**config.mk**
```make
export PLATFORM = sky130hd
export DESIGN_NAME = wdt_core
export DESIGN_NICKNAME = d
export VERILOG_FILES = /design/src/wdt_pkg.sv /design/src/wdt_core.sv
export SDC_FILE = /design/constraint.sdc
export NUM_CORES = 1
export LEC_CHECK = 0
export CAP_MARGIN = 20
export CORE_ASPECT_RATIO = 0.8
export CORE_UTILIZATION = 30
export DETAILED_ROUTE_END_ITERATION = 10
export DONT_BUFFER_PORTS = 1
export PLACE_DENSITY = 0.53
export SLEW_MARGIN = 5
export SYNTH_ARGS = -nofsm -noshare
export SYNTH_HDL_FRONTEND = slang
export SYNTH_SLANG_ARGS = --single-unit
export TNS_END_PERCENT = 30
```
**constraint.sdc**
```tcl
create_clock -name clk -period 2.4 [get_ports clk]
set_input_delay 0.24 -clock clk [delete_from_list [all_inputs] [get_ports clk]]
set_output_delay 0.24 -clock clk [all_outputs]
set_load 0.05 [all_outputs]
```
**src/wdt_pkg.sv**
```systemverilog
// Function
// - timeout count is counter bits 5:0, each adding one 16384-cycle decrement period
// - first decrement after a write comes within the free-running prescaler phase
// - prescaler phase constants follow the time-base selection from the clock controller
// - above a quarter of high constant, floor(4*count/high) periods shortened to (192+low)*64
// - halt, interrupt off, halt-reset clear: decrement once, stop, no reset possible
// - external interrupt ends that halt; counting resumes after 256 or 4096 clocks
// - reset ending halt disables watchdog unless hardware watchdog option
// - halt, interrupt off, halt-reset set: reset request instead of halt
// - halt with interrupt enabled: active halt, no reset, counter stops
// - oscillator or external interrupt leaves active halt; counting resumes at once
// - reset leaving active halt: counting resumes after 256 or 4096 clocks
// - hardware watchdog option keeps watchdog active; activation bit ignored
// - active watchdog requests reset when counter rolls from 40h to 3Fh
// - counter decrements every period even while watchdog disabled
// - watchdog disabled after reset; once activated only reset disables it
// - writing activation set with counter top bit clear requests reset at once
package wdt_pkg;
   // ---------------------------------------------------------------
   // register map
   // ---------------------------------------------------------------
   localparam logic [9:0] CTRL_INDEX = 10'h02a;
   localparam logic [11:0] CTRL_ADDR = {CTRL_INDEX, 2'h0};
   localparam int ACT_BIT = 7;
   localparam int TOP_BIT = 6;
   localparam logic [6:0] COUNT_RESET = 7'h7f;
   localparam logic [6:0] ROLL_FROM = 7'h40;
   // ---------------------------------------------------------------
   // timing, in oscillator cycles
   // ---------------------------------------------------------------
   localparam int unsigned DECR_PERIOD_CYC = 16384;
   localparam logic [7:0] SHORT_BASE = 8'hc0;
   localparam int SHORT_SHIFT = 6;
   localparam logic [5:0] PHASE_STEP = 6'h04;
   localparam logic [12:0] WAKE_SHORT = 13'h0100;
   localparam logic [12:0] WAKE_LONG = 13'h1000;
   // ---------------------------------------------------------------
   // phase constants per time-base selection
   // ---------------------------------------------------------------
   localparam logic [5:0] HIGH_SEL0 = 6'h04;
   localparam logic [5:0] LOW_SEL0 = 6'h3b;
   localparam logic [5:0] HIGH_SEL1 = 6'h08;
   localparam logic [5:0] LOW_SEL1 = 6'h35;
   localparam logic [5:0] HIGH_SEL2 = 6'h14;
   localparam logic [5:0] LOW_SEL2 = 6'h23;
   localparam logic [5:0] HIGH_SEL3 = 6'h31;
   localparam logic [5:0] LOW_SEL3 = 6'h36;
   // ---------------------------------------------------------------
   // types
   // ---------------------------------------------------------------
   typedef struct packed {
      logic haltResetOption;
      logic hwWatchdogOption;
      logic longWakeDelay;
   } wdt_opt_t;
   typedef enum logic [2:0] {
      ST_RUN = 3'b000,
      ST_HALT_ONCE = 3'b001,
      ST_HALTED = 3'b010,
      ST_ACTIVE_HALT = 3'b011,
      ST_WAKE_DELAY = 3'b100
   } wdt_state_t;
endpackage

```
**src/wdt_core.sv**
```systemverilog
// The register addresses and the APB register port were decided locally.
`timescale 1ns/1ps
module wdt_core #(
   parameter int unsigned DECR_PERIOD = wdt_pkg::DECR_PERIOD_CYC
) (
   input wire logic clk,
   input wire logic nrst,
   input wire logic ce,
   input wire logic psel,
   input wire logic penable,
   input wire logic pwrite,
   input wire logic [11:0] paddr,
   input wire logic [31:0] pwdata,
   output logic [31:0] prdata,
   output logic pready,
   output logic pslverr,
   input wire logic [1:0] timebaseSelect,
   input wire logic rtcInterruptEnable,
   input wire logic haltReq,
   input wire logic extIntWake,
   input wire logic oscIntWake,
   input wire wdt_pkg::wdt_opt_t optIn,
   output logic resetReq,
   output logic watchdogActive
);
   // ---------------------------------------------------------------
   // state
   // ---------------------------------------------------------------
   wdt_pkg::wdt_state_t state_q, state_d;
   wdt_pkg::wdt_opt_t opt_q;
   logic optSampled_q;
   logic [6:0] cnt_q, cnt_d;
   logic en_q;
   logic [13:0] presc_q;
   logic [5:0] phase_q, phase_d;
   logic shortNext_q, shortNext_d;
   logic [12:0] wakeCnt_q, wakeCnt_d;
   logic pready_q, pslverr_q, rst_q, active_q;
   logic [31:0] prdata_q;

   // ---------------------------------------------------------------
   // decode
   // ---------------------------------------------------------------
   wire logic access = psel && penable;
   wire logic apbDone = access && pready_q;
   wire logic addrHit = (paddr == wdt_pkg::CTRL_ADDR);
   wire logic ctrlWrite = apbDone && pwrite && addrHit;
   wire logic hwOpt = optSampled_q && opt_q.hwWatchdogOption;
   wire logic haltRstOpt = optSampled_q && opt_q.haltResetOption;
   wire logic wakeLong = optSampled_q ? opt_q.longWakeDelay : optIn.longWakeDelay;
   wire logic [12:0] wakeLen = wakeLong ? wdt_pkg::WAKE_LONG : wdt_pkg::WAKE_SHORT;
   wire logic effEn = en_q || hwOpt;

   // phase constants from the shared time-base selection
   // phase constant select
   wire logic [5:0] highC = (timebaseSelect == 2'h0) ? wdt_pkg::HIGH_SEL0 :
                            (timebaseSelect == 2'h1) ? wdt_pkg::HIGH_SEL1 :
                            (timebaseSelect == 2'h2) ? wdt_pkg::HIGH_SEL2 : wdt_pkg::HIGH_SEL3;
   wire logic [5:0] lowC = (timebaseSelect == 2'h0) ? wdt_pkg::LOW_SEL0 :
                           (timebaseSelect == 2'h1) ? wdt_pkg::LOW_SEL1 :
                           (timebaseSelect == 2'h2) ? wdt_pkg::LOW_SEL2 : wdt_pkg::LOW_SEL3;

   // period length: full, or shortened to (192+low)*64
   // shortened period length
   wire logic [7:0] shortSum = wdt_pkg::SHORT_BASE + {2'h0, lowC};
   wire logic [14:0] shortLen = {1'b0, shortSum, 6'h00};
   wire logic [14:0] fullLen = 15'(DECR_PERIOD);
   wire logic [14:0] periodLen = shortNext_q ? shortLen : fullLen;
   wire logic tick = ({1'b0, presc_q} == (periodLen - 15'h0001));

   // the counter decrements only while running or finishing the halt decrement
   wire logic countEn = (state_q == wdt_pkg::ST_RUN) || (state_q == wdt_pkg::ST_HALT_ONCE);

   // reset causes
   // roll from 40h
   wire logic rollReset = effEn && tick && countEn && (state_q == wdt_pkg::ST_RUN)
                          && (cnt_q == wdt_pkg::ROLL_FROM);
   // software triggered reset
   // the activation bit is sticky, so an active watchdog resets on top bit clear alone
   wire logic swReset = ctrlWrite && !pwdata[wdt_pkg::TOP_BIT]
                        && (pwdata[wdt_pkg::ACT_BIT] || effEn);
   wire logic haltReset = (state_q == wdt_pkg::ST_RUN) && haltReq && !rtcInterruptEnable
                          && haltRstOpt;
   wire logic anyReset = rollReset || swReset || haltReset;

   // ---------------------------------------------------------------
   // prescaler phase tracking
   // ---------------------------------------------------------------
   // count shortened periods
   always_comb begin
      logic [5:0] acc;
      acc = phase_q + wdt_pkg::PHASE_STEP;
      phase_d = phase_q;
      shortNext_d = shortNext_q;
      if (tick) begin
         if (acc >= highC) begin
            phase_d = acc - highC;
            shortNext_d = 1'b1;
         end else begin
            phase_d = acc;
            shortNext_d = 1'b0;
         end
      end
   end

   // ---------------------------------------------------------------
   // counter next value
   // ---------------------------------------------------------------
   // decrements whatever the enable; a write has priority and
   // leaves the prescaler alone, so the first decrement lands early
   // write keeps prescaler phase
   always_comb begin
      cnt_d = cnt_q;
      if (ctrlWrite) begin
         cnt_d = pwdata[6:0];
      end else if (tick && countEn) begin
         cnt_d = cnt_q - 7'h01;
      end
   end

   // ---------------------------------------------------------------
   // halt mode sequencing
   // ---------------------------------------------------------------
   // slow and wait have no input here: they cannot touch the counter
   // no slow or wait effect
   always_comb begin
      state_d = state_q;
      wakeCnt_d = wakeCnt_q;
      unique case (state_q)
         wdt_pkg::ST_RUN: begin
            if (haltReq && rtcInterruptEnable) begin
               state_d = wdt_pkg::ST_ACTIVE_HALT;
            end else if (haltReq && !haltRstOpt) begin
               state_d = wdt_pkg::ST_HALT_ONCE;
            end
         end
         wdt_pkg::ST_HALT_ONCE: begin
            if (extIntWake) begin
               state_d = wdt_pkg::ST_WAKE_DELAY;
               wakeCnt_d = wakeLen;
            end else if (tick) begin
               state_d = wdt_pkg::ST_HALTED;
            end
         end
         wdt_pkg::ST_HALTED: begin
            if (extIntWake) begin
               state_d = wdt_pkg::ST_WAKE_DELAY;
               wakeCnt_d = wakeLen;
            end
         end
         wdt_pkg::ST_ACTIVE_HALT: begin
            if (extIntWake || oscIntWake) begin
               state_d = wdt_pkg::ST_RUN;
            end
         end
         wdt_pkg::ST_WAKE_DELAY: begin
            if (!optSampled_q) begin
               wakeCnt_d = wakeLen;
            end else if (wakeCnt_q <= 13'h0001) begin
               state_d = wdt_pkg::ST_RUN;
            end else begin
               wakeCnt_d = wakeCnt_q - 13'h0001;
            end
         end
         default: begin
            state_d = wdt_pkg::ST_RUN;
         end
      endcase
   end

   // ---------------------------------------------------------------
   // option straps, caught once after reset release
   // ---------------------------------------------------------------
   // sample options
   always_ff @(posedge clk or negedge nrst) begin
      if (!nrst) begin
         opt_q <= '0;
         optSampled_q <= 1'b0;
      end else if (ce && !optSampled_q) begin
         opt_q <= optIn;
         optSampled_q <= 1'b1;
      end
   end

   // ---------------------------------------------------------------
   // watchdog registers
   // ---------------------------------------------------------------
   // every reset restarts through the wake delay and clears the enable
   // disabled after reset
   always_ff @(posedge clk or negedge nrst) begin
      if (!nrst) begin
         state_q <= wdt_pkg::ST_WAKE_DELAY;
         wakeCnt_q <= 13'h0000;
         cnt_q <= wdt_pkg::COUNT_RESET;
         en_q <= 1'b0;
      end else if (ce) begin
         state_q <= state_d;
         wakeCnt_q <= wakeCnt_d;
         cnt_q <= cnt_d;
         en_q <= en_q || (ctrlWrite && pwdata[wdt_pkg::ACT_BIT]);
      end
   end

   // prescaler is shared with the time base, so it never restarts on a write
   always_ff @(posedge clk or negedge nrst) begin
      if (!nrst) begin
         presc_q <= 14'h0000;
         phase_q <= 6'h00;
         shortNext_q <= 1'b0;
      end else if (ce) begin
         presc_q <= tick ? 14'h0000 : presc_q + 14'h0001;
         phase_q <= phase_d;
         shortNext_q <= shortNext_d;
      end
   end

   // reset request and status outputs, all registered
   always_ff @(posedge clk or negedge nrst) begin
      if (!nrst) begin
         rst_q <= 1'b0;
         active_q <= 1'b0;
      end else if (ce) begin
         rst_q <= anyReset;
         active_q <= effEn;
      end
   end

   // ---------------------------------------------------------------
   // apb slave: one wait state, error on any other address
   // ---------------------------------------------------------------
   always_ff @(posedge clk or negedge nrst) begin
      if (!nrst) begin
         pready_q <= 1'b0;
         pslverr_q <= 1'b0;
         prdata_q <= 32'h0000_0000;
      end else if (ce) begin
         pready_q <= access && !pready_q;
         pslverr_q <= access && !pready_q && !addrHit;
         if (access && !pready_q) begin
            prdata_q <= addrHit ? {24'h00_0000, effEn, cnt_q} : 32'h0000_0000;
         end
      end
   end

   assign prdata = prdata_q;
   assign pready = pready_q;
   assign pslverr = pslverr_q;
   assign resetReq = rst_q;
   assign watchdogActive = active_q;
endmodule // wdt_core

```
==> implementation parameters <==
Parameter                              Value

STA
  Endpoints failing setup    0
  Summed negative setup slack over all endpoints    0 ps
  Endpoints failing hold    0
  Number of max-slew violations in the final report    0
  Time the final worst path needs with I/O delays and setup    2210 ps
  Final worst path period share    0.920
  Least-Margin Pin Slew    567 ps
  Fin Clk Skew    9.49 ps
  Setup repair after global routing missed its margin    no
  Timing-limited maximum frequency    453 MHz
  Slew margin rel.    0.620

Placed design
  Half-perimeter wire length after detailed placement    6.46 mm
  Buffers added on ports    0
  Global placer's final weighted congestion    0.806
  Placed instance count    591

Synthesis
  Dominant cells by area after synthesis    dfrtp_1 (34%), dfstp_2 (5.4%), buf_4 (4.6%)
  Complex-gate fraction of the synthesized area    0.183
  Parity-gate share of the synthesized area counting xor and xnor cells    0.0491
  Synthesized-area fraction occupied by adder cells    0.0351
  Simple-gate share of the synthesized area    0.217
  Flop and latch count out of synthesis    61
  Share of Yosys cell area claimed by the top area cell type    0.338
  Number of distinct library cell variants in the gate-level netlist after synthesis    72
  Mux contribution to synthesized area    0.0418
  Number of enable flip-flop cells after synthesis    0
  Combinational family with the most area after synthesis    simple AND/OR/NAND/NOR gates
  Number of warnings issued by yosys    0
  Count of mapped cells out of synthesis    426
  Post-synthesis instance area    0.00392 mm2
  Library cell with the largest summed area after synthesis    dfrtp_1
  Asr flop ratio synth    1.00
  Main flop type after synthesis    dfrtp_1
  Mean area per synthesized cell    9.20 um2
  Post-synthesis sequential area ratio    0.392

Floorplan
  Number of placement rows    36
  Area of the placeable core    0.0125 mm2
  Vert. Die Dim    104 um
  IO Count    95
  Total die area    0.0135 mm2
  DIE WIDTH    130 um
  Initial Util    0.314

Critical path
  Largest fanout of any net on the critical path    5
  Start-to-end type of the worst setup path    reg2reg
  Top cell family by delay on the critical path    adder cells
  Crit-path most repeated cell    ha_4
  CP max stage delay    420 ps
  Cell type of the slowest stage on the worst timing path    dfrtp_1
  Startpoint of the most critical setup path    phase_q[2]$_DFFE_PN0P_
  Number of cell instances on the worst register-to-register path    8
  Cell-by-cell listing of the critical path    ha_4 -> ha_4 -> and4b_1 -> o211ai_1 -> buf_4 -> and2_1 -> a221oi_1 -> o21ai_0
  Worst flop-to-flop path startpoint    phase_q[2]$_DFFE_PN0P_
  Number of buffers and inverters on the critical path    1
  Number of stages on the worst setup path    8
  Data arrival at the endpoint of the critical path    2420 ps
  Endpoint class of the critical path    flop
  Worst endpoint required time    2610 ps
  Nature of the critical path startpoint    flop

Layout
  Share of layout cells above drive strength 1    0.159
  Final nets    505
  Area added between synthesis and finish    13.8%
  Layout Cells excl Fill    611
  Antenna cells    0

Clock tree
  Clk Tree Root Cell    clkbuf_16
  Number of buffers created by CTS    9
  Clock latency on the worst-skew pair    330 ps
  Maximum level of the CTS H-tree    3
  CTS tree    done
  TritonCTS sink count    61
  Clock-pin slew on the worst setup and hold paths    60 ps
  Deepest clock path buffer count    2

Global route
  Combined global-route utilization of all metal layers    0.142
  Largest net degree at the start of global routing    62
  Vias in the first global route    2951
  First-pass GRT wire length    15.0 mm
  Total grt overflow    0
  Antenna violations before repair    0

Hold path
  Type of the tightest min-delay check    in2reg
  Hold path cells    1
  Origin of the worst min-delay path    ce

Drt
  Iteration-0 DRC count of the detailed router    202
  Via count normalized by instance count    5.02
  Routed wire length per instance    14.7 um
  Routed Antenna Nets    0
  Vias after detailed routing    3067
  Final Routed Wirelength    9.00 mm
  DRC violation count after routing    0
  Initial DRT Pass Iterations    4

Pwr
  Power per Cell Area    889 mW/mm2
  Largest vdd supply drop    451 uV
  Static leakage power    1.93 nW

Run
  # Max-Cap Violations    0

Outcome
  Run status    complete, no violations
-- cells in the final DEF (no fill, tap or decap), types with 6 or more instances in the layout --
| cell | netlist | routed |
|---|---|---|
| a21oi_1 | 16 | 16 |
| a31oi_1 | 6 | 6 |
| and3_1 | 8 | 8 |
| buf_4 | 24 | 11 |
| clkbuf_16 | 0 | 9 |
| conb_1 | 1 | 24 |
| dfrtp_1 | 53 | 53 |
| dfstp_2 | 8 | 8 |
| ha_1 | 11 | 9 |
| inv_1 | 20 | 20 |
| mux2_2 | 7 | 7 |
| nand2_1 | 38 | 38 |
| nand2b_1 | 6 | 6 |
| nand3_1 | 13 | 13 |
| nand4_1 | 10 | 10 |
| nor2_1 | 38 | 38 |
| nor3_1 | 7 | 7 |
| o21ai_0 | 26 | 26 |
| o31ai_1 | 8 | 8 |
| xnor2_1 | 13 | 13 |
| xor2_1 | 9 | 9 |
-- cell type report --
class	instances	area, um2
Clock inverter	4	70.1
Inverter	20	75.1
Fill cell	1276	8020
Clock buffer	12	256
Multi-Input combinational cell	329	2180
Tap cell	171	214
Timing Repair Buffer	14	130
Sequential cell	61	1540
-- synth_stat cells (4+ instances only) --
cell type	instances
dfrtp_1	53
nand2_1	38
nor2_1	38
o21ai_0	26
buf_4	24
inv_1	20
a21oi_1	16
nand3_1	13
xnor2_1	13
ha_1	11
clkbuf_1	10
nand4_1	10
xor2_1	9
and3_1	8
dfstp_2	8
o31ai_1	8
mux2_2	7
nor3_1	7
a31oi_1	6
nand2b_1	6
a31o_2	5
nor4b_1	5
mux2i_1	4
nand3b_1	4
o41ai_1	4
-- per-layer routing --
layer,wire length (um),up-vias,global-route usage
met2,3920,71,0.201
met4,110,0,0.0449
met3,522,9,0.0463
met5,0,-,0
li1,-,1504,-
met1,4450,1483,0.203
-- state kept, by name, indices dropped and copies added (netlist names) --
signal and cells:
pslverr 1, shortNext_q 1, en_q 1, state_q 3, presc_q 14, prdata 8
wakeCnt_q 13, phase_q 6, optSampled_q 1, resetReq 1, pready 1, watchdogActive 1
opt_q 3, cnt_q 7
-- per-stage QoR --
stage	hold WS, ps	worst slack, ps	cell area [um2]	utilization	total power, mW
floorplan	-55.6	160	4010	-	2.31
global placement	-52.4	87.4	4060	0.325	2.50
detailed placement	-52.8	21.5	4060	0.325	2.53
CTS	4.62	15.5	4430	0.355	4.00
global route	9.08	59.8	4460	0.358	4.22
finish	15.7	192	4460	0.358	3.97
-- report_power, final --
part,total (mW),switching [mW],internal (mW)
clock,1.42,0.457,0.962
sequential,1.43,0.224,1.20
combinational,1.12,0.668,0.457
-- cells by family (layout without fill, tap and decap cells) --
logic type,Yosys count,count (layout)
AO/OA/AOI/OAI,100,100
XOR/XNOR,22,22
adder cells (fa/ha/maj),11,11
buffers and inverters,59,50
flip-flops,61,61
multiplexers,14,14
other,1,24
AND/OR/NAND/NOR,158,158
-- timing repair --
item	4_1_cts	5_1_grt
hold endpoints to repair	68	0
setup buffers	0	1
resized for setup	0	2
hold buffers	3	0
setup endpoints to repair	0	5
-- worst paths after layout --
kind / endpoint / slack, ps
worst max register to register: phase_q[5]$_DFFE_PN0P_ / 190
worst min-delay path: presc_q[1]$_DFFE_PN0P_ / 20
worst min register to register: en_q$_DFFE_PN0P_ / 470
worst max-delay path: phase_q[5]$_DFFE_PN0P_ / 190
min in group asynchronous: phase_q[1]$_DFFE_PN0P_ / 420
max in group asynchronous: cnt_q[6]$_DFFE_PN1P_ / 1630
-- worst reg2reg max path, stage by stage (launching register included) --
cell	delay [ps]
dfrtp_1	420
ha_4	270
ha_4	290
and4b_1	250
o211ai_1	130
buf_4	170
and2_1	150
a221oi_1	280
o21ai_0	120
Note: power is estimated with default switching activity, not from simulation.
